`src/design/port_mode_pkg.sv`:
```
// Purpose: Constants shared by the serial port mode selector.
// Assumes: 125 MHz controller clock, received characters arrive as byte strobes.
// Notes: Contract
package port_mode_pkg;
    localparam logic [7:0] DEL_CHAR = 8'h7F;
    localparam logic signed [15:0] MODE_CONST_ACTIVE = 16'sh0001;
    localparam logic signed [15:0] MODE_CONST_PASSIVE = 16'sh0002;
    localparam logic [15:0] MODE_CONST_RESET = 16'h0000;
    localparam logic [1:0] RUN_SYNC_RESET = 2'h0;
    localparam logic [1:0] SENSE_SYNC_RESET = 2'h3;
    localparam logic ACTIVE_RESET = 1'b1;
    localparam logic REINIT_RESET = 1'b1;
    localparam logic [3:0] ACT_DATA_BITS = 4'h8;
    localparam logic [1:0] ACT_STOP_BITS = 2'h1;
    localparam logic [1:0] ACT_PARITY = 2'h0;
    localparam logic [15:0] ACT_BAUD = 16'h2580;
    localparam logic ACT_RTS_CTS = 1'b1;
    localparam logic [1:0] SYNC_STAGES = 2'h2;
endpackage

```
`src/design/port_param_if.sv`:
```
// Purpose: Carries the serial line parameter set between modules.
// Assumes: Single clock domain.
// Notes: The source drives all fields; the sink only reads.
interface port_param_if;
    logic [3:0] data_bits;
    logic [1:0] stop_bits;
    logic [1:0] parity;
    logic [15:0] baud;
    logic rts_cts;
    modport src (output data_bits, stop_bits, parity, baud, rts_cts);
    modport snk (input data_bits, stop_bits, parity, baud, rts_cts);
endinterface

```
`src/design/port_param_sel.sv`:
```
// Purpose: Chooses the fixed active set or the user set for the port.
// Assumes: User set comes from the passive-mode setup logic.
// Notes: Purely combinational; registered by the top module.
module port_param_sel
    import port_mode_pkg::*;
(
    input wire logic active_in,
    input wire logic [3:0] usr_data_bits_in,
    input wire logic [1:0] usr_stop_bits_in,
    input wire logic [1:0] usr_parity_in,
    input wire logic [15:0] usr_baud_in,
    input wire logic usr_rts_cts_in,
    port_param_if.src prm
);
    always_comb begin
        if (active_in) begin
            // The user set is ignored here so test access can never be locked out.
            prm.data_bits = ACT_DATA_BITS;
            prm.stop_bits = ACT_STOP_BITS;
            prm.parity = ACT_PARITY;
            prm.baud = ACT_BAUD;
            prm.rts_cts = ACT_RTS_CTS;
        end else begin
            prm.data_bits = usr_data_bits_in;
            prm.stop_bits = usr_stop_bits_in;
            prm.parity = usr_parity_in;
            prm.baud = usr_baud_in;
            prm.rts_cts = usr_rts_cts_in;
        end
    end
endmodule

```
`src/design/serial_port_mode_select.sv`:
```
// Purpose: Decides active or passive mode of serial port one and steers its traffic.
// Assumes: Switch and cable sense are pins; other inputs are on MCLK_IN.
// Notes: Cable sense low means shorted to zero volts.
module serial_port_mode_select
    import port_mode_pkg::*;
(
    // Clock and reset
    input wire logic MCLK_IN,
    input wire logic ARST_N_IN,
    // Pins
    input wire logic RUN_SWITCH_IN,
    input wire logic CABLE_SENSE_IN,
    // Mode constant write from the program side
    input wire logic CONST_WR_IN,
    input wire logic [15:0] CONST_DATA_IN,
    // Received characters
    input wire logic RX_VALID_IN,
    input wire logic [7:0] RX_DATA_IN,
    // Passive-mode user parameter set
    input wire logic [3:0] USR_DATA_BITS_IN,
    input wire logic [1:0] USR_STOP_BITS_IN,
    input wire logic [1:0] USR_PARITY_IN,
    input wire logic [15:0] USR_BAUD_IN,
    input wire logic USR_RTS_CTS_IN,
    // Mode and routing
    output logic ACTIVE_OUT,
    output logic [15:0] CONST_IMAGE_OUT,
    output logic TEST_RX_VALID_OUT,
    output logic USER_RX_VALID_OUT,
    output logic [7:0] RX_DATA_OUT,
    output logic REINIT_OUT,
    // Line parameters
    output logic [3:0] DATA_BITS_OUT,
    output logic [1:0] STOP_BITS_OUT,
    output logic [1:0] PARITY_OUT,
    output logic [15:0] BAUD_OUT,
    output logic RTS_CTS_OUT
);
    logic [1:0] run_sync_r;
    logic [1:0] sense_sync_r;
    logic [15:0] const_r;
    logic [15:0] const_nxt;
    logic del_seen_r;
    logic active_r;
    logic active_nxt;
    logic double_del;
    logic signed [15:0] kc;

    port_param_if prm ();

    // The delete test is shared by the command detector and the user path filter.
    function automatic logic is_del(input logic [7:0] ch);
        return ch == DEL_CHAR;
    endfunction

    // A constant outside 1 and 2 falls back to the cable, so a bad value never locks out test access.
    function automatic logic decide_active(
        input logic run_ok,
        input logic signed [15:0] cval,
        input logic sense_open
    );
        logic res;
        res = sense_open;
        if (!run_ok) begin
            res = 1'b1;
        end else if (cval == MODE_CONST_ACTIVE) begin
            res = 1'b1;
        end else if (cval == MODE_CONST_PASSIVE) begin
            res = 1'b0;
        end
        return res;
    endfunction

    always_ff @(posedge MCLK_IN or negedge ARST_N_IN) begin
        if (!ARST_N_IN) begin
            run_sync_r <= RUN_SYNC_RESET;
        end else begin
            run_sync_r <= {run_sync_r[0], RUN_SWITCH_IN};
        end
    end

    // Starting the sense chain at open keeps test access until the pin has been seen.
    always_ff @(posedge MCLK_IN or negedge ARST_N_IN) begin
        if (!ARST_N_IN) begin
            sense_sync_r <= SENSE_SYNC_RESET;
        end else begin
            sense_sync_r <= {sense_sync_r[0], CABLE_SENSE_IN};
        end
    end

    // A DEL pair is only a command in passive mode; in active mode DEL is ordinary input.
    assign double_del = !active_r && RX_VALID_IN && is_del(RX_DATA_IN) && del_seen_r;

    always_ff @(posedge MCLK_IN or negedge ARST_N_IN) begin
        if (!ARST_N_IN) begin
            del_seen_r <= 1'b0;
        end else if (active_r) begin
            del_seen_r <= 1'b0;
        end else if (RX_VALID_IN) begin
            del_seen_r <= is_del(RX_DATA_IN) && !del_seen_r;
        end
    end

    // The command takes priority over a program write in the same cycle.
    always_comb begin
        const_nxt = const_r;
        if (double_del) begin
            const_nxt = 16'(MODE_CONST_ACTIVE);
        end else if (CONST_WR_IN) begin
            const_nxt = CONST_DATA_IN;
        end
    end

    always_ff @(posedge MCLK_IN or negedge ARST_N_IN) begin
        if (!ARST_N_IN) begin
            const_r <= MODE_CONST_RESET;
        end else begin
            const_r <= const_nxt;
        end
    end

    // The command is folded in here so the mode flips in the same cycle as the image.
    always_comb begin
        kc = const_r;
        if (double_del) begin
            kc = MODE_CONST_ACTIVE;
        end
        // Open pin reads high, a short to zero volts reads low.
        active_nxt = decide_active(run_sync_r[1], kc, sense_sync_r[1]);
    end

    always_ff @(posedge MCLK_IN or negedge ARST_N_IN) begin
        if (!ARST_N_IN) begin
            active_r <= ACTIVE_RESET;
        end else begin
            active_r <= active_nxt;
        end
    end

    // The pulse stands during reset so the port starts from a known parameter set.
    always_ff @(posedge MCLK_IN or negedge ARST_N_IN) begin
        if (!ARST_N_IN) begin
            REINIT_OUT <= REINIT_RESET;
        end else begin
            REINIT_OUT <= active_nxt != active_r;
        end
    end

    // Data follows the line every cycle; only the two valids say who may take it.
    always_ff @(posedge MCLK_IN or negedge ARST_N_IN) begin
        if (!ARST_N_IN) begin
            RX_DATA_OUT <= 8'h00;
        end else begin
            RX_DATA_OUT <= RX_DATA_IN;
        end
    end

    always_ff @(posedge MCLK_IN or negedge ARST_N_IN) begin
        if (!ARST_N_IN) begin
            TEST_RX_VALID_OUT <= 1'b0;
        end else begin
            TEST_RX_VALID_OUT <= RX_VALID_IN && active_r;
        end
    end

    // A lone DEL is dropped as well, since it cannot be told from the first of a pair in time.
    always_ff @(posedge MCLK_IN or negedge ARST_N_IN) begin
        if (!ARST_N_IN) begin
            USER_RX_VALID_OUT <= 1'b0;
        end else begin
            USER_RX_VALID_OUT <= RX_VALID_IN && !active_r && !is_del(RX_DATA_IN);
        end
    end

    port_param_sel u_sel (
        .active_in(active_nxt),
        .usr_data_bits_in(USR_DATA_BITS_IN),
        .usr_stop_bits_in(USR_STOP_BITS_IN),
        .usr_parity_in(USR_PARITY_IN),
        .usr_baud_in(USR_BAUD_IN),
        .usr_rts_cts_in(USR_RTS_CTS_IN),
        .prm(prm.src)
    );

    // Parameters load with the mode so the re-init pulse sees the new set.
    always_ff @(posedge MCLK_IN or negedge ARST_N_IN) begin
        if (!ARST_N_IN) begin
            DATA_BITS_OUT <= ACT_DATA_BITS;
            STOP_BITS_OUT <= ACT_STOP_BITS;
            PARITY_OUT <= ACT_PARITY;
        end else begin
            DATA_BITS_OUT <= prm.data_bits;
            STOP_BITS_OUT <= prm.stop_bits;
            PARITY_OUT <= prm.parity;
        end
    end

    always_ff @(posedge MCLK_IN or negedge ARST_N_IN) begin
        if (!ARST_N_IN) begin
            BAUD_OUT <= ACT_BAUD;
            RTS_CTS_OUT <= ACT_RTS_CTS;
        end else begin
            BAUD_OUT <= prm.baud;
            RTS_CTS_OUT <= prm.rts_cts;
        end
    end

    // The mode output has its own flop so it leaves the block straight from a register.
    always_ff @(posedge MCLK_IN or negedge ARST_N_IN) begin
        if (!ARST_N_IN) begin
            ACTIVE_OUT <= ACTIVE_RESET;
        end else begin
            ACTIVE_OUT <= active_nxt;
        end
    end

    always_ff @(posedge MCLK_IN or negedge ARST_N_IN) begin
        if (!ARST_N_IN) begin
            CONST_IMAGE_OUT <= MODE_CONST_RESET;
        end else begin
            CONST_IMAGE_OUT <= const_nxt;
        end
    end
endmodule

```
`config.mk`:
```
export PLATFORM = sky130hd
export DESIGN_NAME = serial_port_mode_select
export DESIGN_NICKNAME = d
export VERILOG_FILES = /design/src/design/port_mode_pkg.sv /design/src/design/port_param_if.sv /design/src/design/port_param_sel.sv /design/src/design/serial_port_mode_select.sv
export SDC_FILE = /design/constraint.sdc
export NUM_CORES = 1
export LEC_CHECK = 0
export BUFFER_PORTS_ARGS = -buffer_cell sky130_fd_sc_hd__buf_2
export CAP_MARGIN = 30
export CORE_UTILIZATION = 44
export CTS_CLUSTER_DIAMETER = 150
export DETAILED_ROUTE_END_ITERATION = 7
export HOLD_SLACK_MARGIN = 0.08
export PLACE_DENSITY_LB_ADDON = 0.25
export RECOVER_POWER = 100
export SYNTH_ARGS = -nofsm -noshare
export SYNTH_HDL_FRONTEND = slang
export SYNTH_SLANG_ARGS = --single-unit
export TNS_END_PERCENT = 20
```
`constraint.sdc`:
```
create_clock -name MCLK_IN -period 2.2 [get_ports MCLK_IN]
set_clock_uncertainty 0.1 [all_clocks]
set_input_delay 0.66 -clock MCLK_IN [delete_from_list [all_inputs] [get_ports MCLK_IN]]
set_output_delay 0.66 -clock MCLK_IN [all_outputs]
set_load 0.005 [all_outputs]
```
# Word level (Yosys, flattened, before mapping)
# Cells that the tools add are included.
# Widths: inputs -> output; s select.
dict set report op_classes {
  eq_ne 4
  reduce_logical 11
  mux 13
}
# operator n
set op_table {}
lappend op_table {{$mux 16} 4}
lappend op_table {{$eq 16x2->1 const B} 1}
lappend op_table {{$eq 16x3->1 const B} 1}
lappend op_table {{$eq 8x7->1 const B} 1}
lappend op_table {{$logic_and 1x1->1} 6}
lappend op_table {{$mux 1} 6}
lappend op_table {{$mux 2} 2}
lappend op_table {{$mux 4} 1}
lappend op_table {{$reduce_bool 2->1} 2}
lappend op_table {{$logic_not 1->1} 3}
lappend op_table {{$ne 1x1->1} 1}
dict set report totals {
  inputBits 55
  output_inout_bits 53
  ff_bits 58
  word_cells 42
}

# Logic depth before layout (Yosys ltp)
# Gate-level depths: netlist (run 1).
dict set report logic_depth {
  depth_word 10
  depth_mapped 5
  ltp_nobuf 4
}

# Hierarchy
# From an unflattened synthesis (run 1), not the netlist that was laid out.
dict set report hier_totals {
  hier_cells 142
  hier_area_um2 2107.0
}
# mod cells_each seq_area_each_um2 n_inst area_each_um2
set by_module_without_submodules {}
lappend by_module_without_submodules {serial_port_mode_select 115 1465.2 1 1928.1}
lappend by_module_without_submodules {port_param_sel 27 0.0 1 178.9}

# Least setup slack after synthesis (run 1)
# Ideal clock, no wire load.
dict set report synth_path {
  path_kind {input port to flip-flop}
  startpoint {in RX_DATA_IN[7]}
  endpoint {reg BAUD_OUT[11]}
  setup_ps 119
  arrival_ps 1691
  stages 5
  required_time_ps 1981
  n_path_buf 1
  slack_ps 290
  cell_sequence {nand4b_1 > nor3_2 > nor3_4 > buf_6 > and2_1}
}
dict set report synth_between {
  elab_chain_len 9
  elab_cells_between_ends 10
  cone_classes {eq/ne: 3; mux: 5; reduce/logical: 2}
}
# element line
set synth_rtl {}
lappend synth_rtl {{start, declared} serial_port_mode_select.sv:18} ;# input wire logic [7:0] RX_DATA_IN,
lappend synth_rtl {{$eq 8x7->1 *} serial_port_mode_select.sv:53} ;# return ch == DEL_CHAR;
lappend synth_rtl {{$logic_and 1x1->1 * (2 in series)} serial_port_mode_select.sv:92} ;# assign double_del = !active_r && RX_VALID_IN && is_del(RX_DATA_IN) && del_seen_r;
lappend synth_rtl {{$mux 16 *} serial_port_mode_select.sv:125} ;# if (double_del) begin
lappend synth_rtl {{$eq 16x3->1} serial_port_mode_select.sv:68} ;# end else if (cval == MODE_CONST_PASSIVE) begin
lappend synth_rtl {{$mux 1} serial_port_mode_select.sv:68}
lappend synth_rtl {{$mux 1 *} serial_port_mode_select.sv:66} ;# end else if (cval == MODE_CONST_ACTIVE) begin
lappend synth_rtl {{$mux 1 *} serial_port_mode_select.sv:64} ;# if (!run_ok) begin
lappend synth_rtl {{$mux 16 *} port_param_sel.sv:16} ;# if (active_in) begin
lappend synth_rtl {{named net prm.baud[11]} port_param_if.sv:8} ;# logic [15:0] baud;
lappend synth_rtl {{end signal, assigned} serial_port_mode_select.sv:203} ;# BAUD_OUT <= prm.baud;
lappend synth_rtl {{end, declared} serial_port_mode_select.sv:36} ;# output logic [15:0] BAUD_OUT,
# Mark *: on every way through the listed nets, which the timed path passes. The rest lies on a longest branch.
# A chain may end at the register's enable or synchronous reset.

# Final worst setup path (run 1)
dict set report layout_path {
  startpoint {reg const_r[7]}
  endpoint {reg PARITY_OUT[1]}
}
dict set report layout_between {
  elab_chain_len 6
  elab_cells_between_ends 7
  cone_classes {eq/ne: 2; mux: 5}
}
# element line
set layout_rtl {}
lappend layout_rtl {{start, declared} serial_port_mode_select.sv:41} ;# logic [15:0] const_r;
lappend layout_rtl {{start signal, assigned} serial_port_mode_select.sv:118} ;# const_r <= const_nxt;
lappend layout_rtl {{$mux 16 *} serial_port_mode_select.sv:125}
lappend layout_rtl {{$eq 16x3->1} serial_port_mode_select.sv:68}
lappend layout_rtl {{$mux 1} serial_port_mode_select.sv:68}
lappend layout_rtl {{$mux 1 *} serial_port_mode_select.sv:66}
lappend layout_rtl {{$mux 1 *} serial_port_mode_select.sv:64}
lappend layout_rtl {{$mux 2 *} port_param_sel.sv:16}
lappend layout_rtl {{named net prm.parity[1]} port_param_if.sv:7} ;# logic [1:0] parity;
lappend layout_rtl {{end signal, assigned} serial_port_mode_select.sv:194} ;# PARITY_OUT <= prm.parity;
lappend layout_rtl {{end, declared} serial_port_mode_select.sv:35} ;# output logic [1:0] PARITY_OUT,
# Marks and branches as above.

==> qor.txt, run 1 <==
Final Max Tran Viols - 0
Maximum clock rate - 525 MHz
Dominant synthesized flop cell - dfrtp_1
Avg Inst Size Synth - 14.3 um^2
Clock sink count - 58
Port bufs - 107
Antenna cells - 0
Commonest cells after routing, fill and taps aside - buf_2 (75), dfrtp_1 (47), clkbuf_1 (34), nor2_1 (16), mux2i_1 (15)
WL final - 4.03 mm
Initial antenna violation count - 0
Finished layout cell area - 2770 um^2
Clock transition at path regs - 0.06 ns
Yosys warnings - 0
Total negative slack - 0 ns
Num CTS Buffers - 9
Drt drc - 12
Largest net degree at the start of global routing - 59
Clk root buf - clkbuf_8
Share of layout cells above drive strength 1 - 39.2%
Fin. Hold Viols - 0
CP max stage delay - 0.46 ns
Sequential cell area fraction in the yosys report - 71.0%
Post-layout min period - 1.90 ns
CTS tree - done
Die Y - 70.5 um
Slowest CP cell - nor4_1
Drt via density - 4.66
Crit path DAT - 2.06 ns
Synth Register Bits - 58
Hold buffer count at cts - 0
Drt initial violations - 102
Setup bufs post-CTS - 0
RSZ-0062 raised after global routing - false
Worst skew pair latency - 0.32 ns
Yosys cell types - 24
Post_cts resized - 0
Violated checks - DRC
Initial core utilization - 46.5%
Slew headroom - 9.81%
Placed instance area - 2680 um^2
Synthesized area - 2060 um^2
Total track usage - 17.6%
Status - complete, but fails checks
Post-synth EDFFs - 0
Post-DR wirelength/cell - 12.7 um
CORE AREA - 4440 um^2
Kind of critical path - reg2reg
Final setup viols - 0
PwrDens - 789 nW/um^2
Critical Path Start Type - flip-flop
CP Cell Sequence - nor4_1 > a41oi_1 > nor3_4 > buf_12 > and2_0
Std cell rows - 24
GPL Wtd Cong - 0.687
Fill cells - 383
Initial DRT Pass Iterations - 5
Synth async-reset ratio - 100%
Hold crit path type - reg2reg
Gate Count Post-Synth - 144
Total grt overflow - 0
Leakage - 1.38 nW
Max-Cap Viols - 0
Area Growth Syn to Fin - 34.3%
Max FO, Critical Path - 27
Worst Path Required - 2.35 ns
Most common cell after layout, fill and taps aside - buf_2
Worst-Margin Slew - 1.35 ns
Syn nets - 199
Vias - 1478
Final HPWL DP - 2.89 mm
Die Width - 70.5 um
Endpoint class of the critical path - flip-flop
Clock Path Buffers - 2
Post-route ant nets - 0
CTS H-tree lvls - 3
DIE AREA - 4970 um^2
Final period utilization - 86.5%
Layout Nets - 315
Global-route wire length before repair - 6.41 mm
Vias in the first global route - 1450
VDD IR max - 0.499 mV
Overall power - 2.19 mW
Num ports - 108
-- path summary, 6_finish.rpt --
kind / startpoint / to / slack, ns / cells past startpoint
worst max-delay path: const_r[7] / PARITY_OUT[1] / 0.30 / 5
worst min-delay path: run_sync_r[0] / run_sync_r[1] / 0.25 / 0
worst max register to register: const_r[7] / PARITY_OUT[1] / 0.30 / 5
worst min register to register: run_sync_r[0] / run_sync_r[1] / 0.25 / 0
max in group asynchronous: ARST_N_IN / const_r[6] / 0.55 / 2
min in group asynchronous: ARST_N_IN / RX_DATA_OUT[2] / 0.64 / 2
-- sequential cells by signal, summed over array words and instances (netlist names) --
signal	cells
BAUD_OUT	16
DATA_BITS_OUT	4
PARITY_OUT	2
REINIT_OUT	1
RTS_CTS_OUT	1
RX_DATA_OUT	8
STOP_BITS_OUT	2
TEST_RX_VALID_OUT	1
USER_RX_VALID_OUT	1
active_r	1
const_r	16
del_seen_r	1
run_sync_r	2
sense_sync_r	2
-- logic make-up (layout without fill, tap and decap cells) --
kind of cell,count (synthesis),after routing,synth area share [%]
AOI/OAI and AO/OA,6,6,2.18
buffers and inverters,9,130,2.42
muxes,15,15,7.27
DFF,58,58,71.0
and+or+nand+nor,56,56,17.2
-- synth_stat cells (2+ instances only) --
| cell | count | area, um^2 |
|---|---|---|
| inv_1 | 4 | 15.0 |
| nand2b_1 | 8 | 50.1 |
| dfrtp_1 | 47 | 1180 |
| and2_1 | 19 | 119 |
| nand3b_1 | 2 | 15.0 |
| nor2_1 | 16 | 60.1 |
| clkbuf_1 | 2 | 7.51 |
| buf_6 | 2 | 22.5 |
| nor4_2 | 3 | 37.5 |
| dfstp_2 | 11 | 289 |
| a21oi_1 | 2 | 10.0 |
| nor4b_1 | 2 | 17.5 |
| mux2i_1 | 15 | 150 |
-- cell type report --
cell class / instances / area (um^2) / share of cell area, %
Tap cell: 52 / 65.1 / 2.35
Multi-Input combinational cell: 77 / 538 / 19.4
Sequential cell: 58 / 1470 / 52.8
Timing Repair Buffer: 110 / 526 / 19.0
Inverter: 4 / 15.0 / 0.542
Clock inverter: 3 / 15.0 / 0.542
Clock buffer: 13 / 149 / 5.37
-- routing by layer --
metal	track usage [%]	vias up	wire length, um	share of wire, %
li1	-	708	-	-
met1	18.8	697	1590	40
met2	29.3	66	2000	50
met4	9.52	0	81	2.0
met3	7.65	7	348	8.6
met5	0	-	0	0
-- critical path: cells and delay by family, from the launching register on --
family / cells / cell delay [ns]
AND/OR/NAND/NOR: 3 / 0.86
flip-flops: 1 / 0.39
AO/OA/AOI/OAI: 1 / 0.30
buffers and inverters: 1 / 0.18
-- power breakdown --
group	total (mW)	switching, mW	internal, mW
registers	1.17	0.0354	1.14
logic	0.208	0.102	0.107
clock network	0.809	0.374	0.434
-- metrics by stage --
stage               util [%]  hold WS, ns  instances  setup WS, ns
finish                  62.4        0.248        317         0.296
global route            62.4        0.261        317         0.142
CTS                     63.9        0.237        317         0.374
detailed placement      60.2        0.236        301         0.286
global placement        60.2        0.237        301         0.348
floorplan                  -        0.231        144         0.290
(Power assumes the default switching activity.)
==> run 2: changes to the inputs <==
--- a/constraint.sdc
+++ b/constraint.sdc
@@ -3,3 +3,3 @@
 set_input_delay 0.66 -clock MCLK_IN [delete_from_list [all_inputs] [get_ports MCLK_IN]]
 set_output_delay 0.66 -clock MCLK_IN [all_outputs]
-set_load 0.005 [all_outputs]
+set_load 0.02 [all_outputs]
==> qor.txt, run 2 (synthesis gave the netlist of run 1 again) <==
Clk root buf - clkbuf_8
Clock Path Buffers - 2
Largest registers - BAUD_OUT x16, const_r x16, RX_DATA_OUT x8
Post-layout min period - 1.94 ns
RSZ-0062 raised after global routing - false
Drt via density - 4.68
Antenna cells - 0
CTS H-tree lvls - 3
Final setup viols - 0
Vias in the first global route - 1450
Endpoint class of the critical path - output port
Fin. Hold Viols - 0
Drt initial violations - 100
Final period utilization - 88.3%
Clock transition at path regs - 0.06 ns
Max-Cap Viols - 0
Initial core utilization - 46.5%
Slowest CP cell - dfstp_1
Post_cts resized - 0
Vias - 1485
Clock sink count - 58
Share of layout cells above drive strength 1 - 29.1%
DIE AREA - 4970 um^2
Final HPWL DP - 2.89 mm
Post-DR wirelength/cell - 12.8 um
Worst-Margin Slew - 1.36 ns
Std cell rows - 24
Violated checks - DRC
Initial antenna violation count - 0
Finished layout cell area - 2740 um^2
Initial DRT Pass Iterations - 6
Die Y - 70.5 um
Overall power - 2.25 mW
Die Width - 70.5 um
CTS tree - done
Fill cells - 396
Hold buffer count at cts - 0
Maximum clock rate - 515 MHz
CP max stage delay - 0.61 ns
Post-route ant nets - 0
Hold crit path type - reg2reg
Layout Nets - 315
Crit path max-delay family - flip-flops
GPL Wtd Cong - 0.687
Worst skew pair latency - 0.32 ns
Worst reg2reg startpoint - const_r[7]
Most common cell after layout, fill and taps aside - clkbuf_1
Flop2flop setup slack - 0.30 ns
Crit path DAT - 1.18 ns
Largest net degree at the start of global routing - 59
Num CTS Buffers - 9
Num ports - 108
Kind of critical path - reg2out
Drt drc - 12
Commonest cells after routing, fill and taps aside - clkbuf_1 (62), buf_2 (48), dfrtp_1 (47), nor2_1 (16), mux2i_1 (15)
Worst Path Required - 1.44 ns
Worst Path Buf+Inv - 1
VDD IR max - 0.502 mV
Slew headroom - 9.55%
Max FO, Critical Path - 7
Global-route wire length before repair - 6.41 mm
Critical path origin - active_r
PwrDens - 822 nW/um^2
Final Max Tran Viols - 0
WL final - 4.05 mm
Total track usage - 17.6%
Area Growth Syn to Fin - 32.7%
Critical Path Start Type - flip-flop
Setup bufs post-CTS - 0
CORE AREA - 4440 um^2
Port bufs - 107
Total grt overflow - 0
Placed instance area - 2680 um^2
CP Cell Sequence - clkbuf_1
Total negative slack - 0 ns
Leakage - 1.30 nW
Status - complete, but fails checks
Min-delay src - run_sync_r[0]
[run 2: report_power, final]
group	switching [mW]	total, mW	leakage, nW	internal (mW)
logic	0.171	0.270	0.517	0.0986
clock network	0.373	0.808	0.0872	0.434
registers	0.0368	1.17	0.701	1.14
total	0.581	2.25	1.30	1.67
[run 2: worst paths after layout]
| kind | depth (start not counted) | endpoint |
|---|---|---|
| min in group asynchronous | 2 | RX_DATA_OUT[2] |
| hold / removal | 0 | run_sync_r[1] |
| hold reg to reg | 0 | run_sync_r[1] |
| setup / recovery | 1 | ACTIVE_OUT |
| setup reg to reg | 5 | DATA_BITS_OUT[1] |
| max in group asynchronous | 2 | BAUD_OUT[0] |
[run 2: layout make-up]
| class | instances | area (um^2) | share of cell area (%) |
|---|---|---|---|
| Clock inverter | 3 | 15.0 | 0.548 |
| Sequential cell | 58 | 1470 | 53.5 |
| Clock buffer | 13 | 149 | 5.44 |
| Multi-Input combinational cell | 77 | 538 | 19.6 |
| Tap cell | 52 | 65.1 | 2.38 |
| Timing Repair Buffer | 110 | 492 | 18.0 |
| Inverter | 4 | 15.0 | 0.548 |
[run 2: metrics by stage]
step	hold WS, ns	instances	setup slack [ns]	util [%]
floorplan	0.231	144	0.290	-
global placement	0.237	301	0.348	60.2
detailed placement	0.236	301	0.286	60.2
CTS	0.237	317	0.349	63.9
global route	0.261	317	0.143	61.6
finish	0.248	317	0.257	61.6
[run 2: routing by layer]
| metal | routed length [um] | vias to the layer above | part of all wire (%) | track usage, % |
|---|---|---|---|---|
| met5 | 0 | - | 0 | 0 |
| li1 | - | 709 | - | - |
| met4 | 61 | 0 | 1.5 | 9.52 |
| met1 | 1610 | 699 | 40 | 18.8 |
| met2 | 1990 | 69 | 49 | 29.3 |
| met3 | 387 | 8 | 9.6 | 7.65 |
==> run 3: changes to the inputs <==
Settings changed: SYNTH_HIERARCHICAL set to 1.
==> qor.txt, run 3 <==
Fin. Hold Viols - 0
Final setup viols - 0
Final Max Tran Viols - 37
Die Width - 71.2 um
WL final - 4.01 mm
Flop2flop setup slack - 0.31 ns
Clock transition at path regs - 0.06 ns
Comb pwr share - 11.6%
Drt drc - 8
Dominant synthesized flop cell - dfrtp_1
Syn nets - 197
Overall power - 2.33 mW
Die Y - 71.2 um
Hold buffer count at cts - 0
Leakage - 1.31 nW
Global-route wire length before repair - 6.51 mm
Synth async-reset ratio - 100%
Sequential power share - 50.8%
Cells on worst reg2reg path - 6
Pint - 1.74 mW
Vias in the first global route - 1435
Status - complete, but fails checks
Area Growth Syn to Fin - 32.2%
Clock Path Buffers - 2
CP Cell Sequence - clkbuf_1
Antenna cells - 0
Endpoint class of the critical path - output port
Post_cts resized - 0
Clk root buf - clkbuf_8
DR top layer - met4
Clock sink count - 58
Largest registers - BAUD_OUT x16, const_r x16, RX_DATA_OUT x8
Multiplexer share of the synthesized area - 7.60%
Setup bufs post-CTS - 0
Largest net degree at the start of global routing - 37
Switching share of power - 25.5%
Cell taking the most area after synthesis - dfrtp_1
Maximum clock rate - 510 MHz
Yosys cell types - 24
Worst Path Required - 1.44 ns
Top cells by area, synth - dfrtp_1 (56%), dfstp_2 (14%), mux2i_1 (7.6%)
Yosys warnings - 6
CP max stage delay - 0.61 ns
Post-synth EDFFs - 0
Port bufs - 107
Finished Core Util - 62.3%
Slew headroom - -0.317%
Metal-1 WL - 1.65 mm
FF/Latch Area - 1470 um^2
Worst R2R End - RTS_CTS_OUT
Synthesized area - 2110 um^2
Commonest cells after routing, fill and taps aside - clkbuf_1 (62), buf_2 (49), dfrtp_1 (47), nor2_1 (17)
Xor and xnor area share after synthesis - 0%
VDD IR max - 0.548 mV
Drt via density - 4.65
Num ports - 108
Worst Path Buf+Inv - 1
Drt initial violations - 54
Share of layout cells above drive strength 1 - 29.9%
Final period utilization - 89.1%
Hold crit path type - reg2reg
Post-synthesis compound-gate area fraction - 1.60%
Synth Register Bits - 58
Most numerous cell in the Yosys netlist - dfrtp_1
Min-delay src - run_sync_r[0]
Avg Inst Size Synth - 14.8 um^2
Worst reg2reg startpoint - const_r[0]
Max-Cap Viols - 1
Std cell rows - 24
Worst skew pair latency - 0.32 ns
Adder-Cell Fraction of Synth Area - 0%
Initial antenna violation count - 0
CTS H-tree lvls - 3
RSZ-0062 raised after global routing - false
Max FO, Critical Path - 7
Layout Nets - 314
Total negative slack - 0 ns
Post-DR wirelength/cell - 12.7 um
Hold Crit Depth - 0
DIE AREA - 5070 um^2
Crit path max-delay family - flip-flops
Violated checks - DRC, capacitance limit, slew limit
Kind of critical path - reg2out
GPL Wtd Cong - 0.735
WHS Endpoint - run_sync_r[1]
Post-layout min period - 1.96 ns
Met3 wire length - 352 um
Slowest CP cell - dfstp_1
Final HPWL DP - 2.90 mm
Total grt overflow - 0
Total track usage - 17.7%
CORE AREA - 4470 um^2
PwrDens - 836 nW/um^2
CTS tree - done
Fill cells - 403
Layout Cells excl Fill - 316
Vias - 1469
Met2 routed WL - 1.91 mm
Area share of the largest cell type after synthesis - 55.8%
Sequential cell area fraction in the yosys report - 69.5%
Sw power - 0.594 mW
Most common cell after layout, fill and taps aside - clkbuf_1
Clock share of power - 37.7%
Post-Synth Simple-Gate Area - 19.2%
Gate Count Post-Synth - 142
Largest family of logic cells by synthesized area - simple AND/OR/NAND/NOR gates
Initial core utilization - 47.1%
Initial DRT Pass Iterations - 6
Min Hold Slack - 0.248 ns
Crit path DAT - 1.20 ns
Multi-input logic area - 579 um^2
Num CTS Buffers - 9
Critical Path Start Type - flip-flop
Post-synth top cells - dfrtp_1 (47), nor2_1 (17), mux2i_1 (16), nor2b_1 (16), dfstp_2 (11)
Placed cell count - 300
Post-route ant nets - 0
Worst-Margin Slew - 1.50 ns
## run 3: changes by cell type in the layout (fill, tap and decap cells not counted), moves of 3 or more
cell      previous run  this run
and2_1              13         1
nand2b_1             8         2
nor2b_1              1        16
and2b_1              0         3
nor4_4               0         3
or2_1                0         6
inv_1                4         1
and2_0               6         0
## run 3: worst max path at each step
| stage | startpoint | end | depth (start not counted) |
|---|---|---|---|
| detailed placement | RX_DATA_IN[5] | BAUD_OUT[14] | 6 |
| global placement | RX_DATA_IN[7] | BAUD_OUT[8] | 6 |
| CTS | const_r[0] | RTS_CTS_OUT | 6 |
| global route | ARST_N_IN | BAUD_OUT[1] | 2 |
| floorplan | RX_DATA_IN[7] | BAUD_OUT[11] | 5 |
| finish | active_r | ACTIVE_OUT | 1 |
## run 3: kinds of logic (layout without fill, tap and decap cells)
| logic type | count (synthesis) | after routing |
|---|---|---|
| AND/OR/NAND/NOR | 58 | 58 |
| flip-flops | 58 | 58 |
| buffers and inverters | 6 | 128 |
| multiplexers | 16 | 16 |
| AO/OA/AOI/OAI | 4 | 4 |
## run 3: layout make-up
| class | instances | area share [%] |
|---|---|---|
| sequential | 58 | 52.6 |
| multi-input combinational | 78 | 20.8 |
| timing repair buffer | 111 | 17.6 |
| clock buffer | 14 | 6.20 |
| tap | 52 | 2.33 |
| clock inverter | 2 | 0.359 |
| inverter | 1 | 0.135 |
## run 3: power groups by stage
stage / clock network, mW / registers (mW) / logic, mW
global placement: 0 / 1.20 / 0.296
detailed placement: 0 / 1.20 / 0.300
global route: 0.951 / 1.19 / 0.296
floorplan: 0 / 1.27 / 0.0764
finish: 0.878 / 1.18 / 0.269
CTS: 0.905 / 1.18 / 0.301
## run 3: per-layer routing
metal	global-route usage [%]	vias up
li1	-	704
met1	20.9	686
met2	27.3	71
met5	0	-
met4	11.3	0
met3	6.70	8
## run 3: per-stage QoR
| stage | area, um^2 | setup slack [ns] |
|---|---|---|
| after global routing | 2790 | 0.104 |
| after global placement | 2720 | 0.308 |
| after CTS | 2910 | 0.283 |
| after detailed placement | 2720 | 0.237 |
| final | 2790 | 0.241 |
| after floorplan | 2110 | 0.357 |
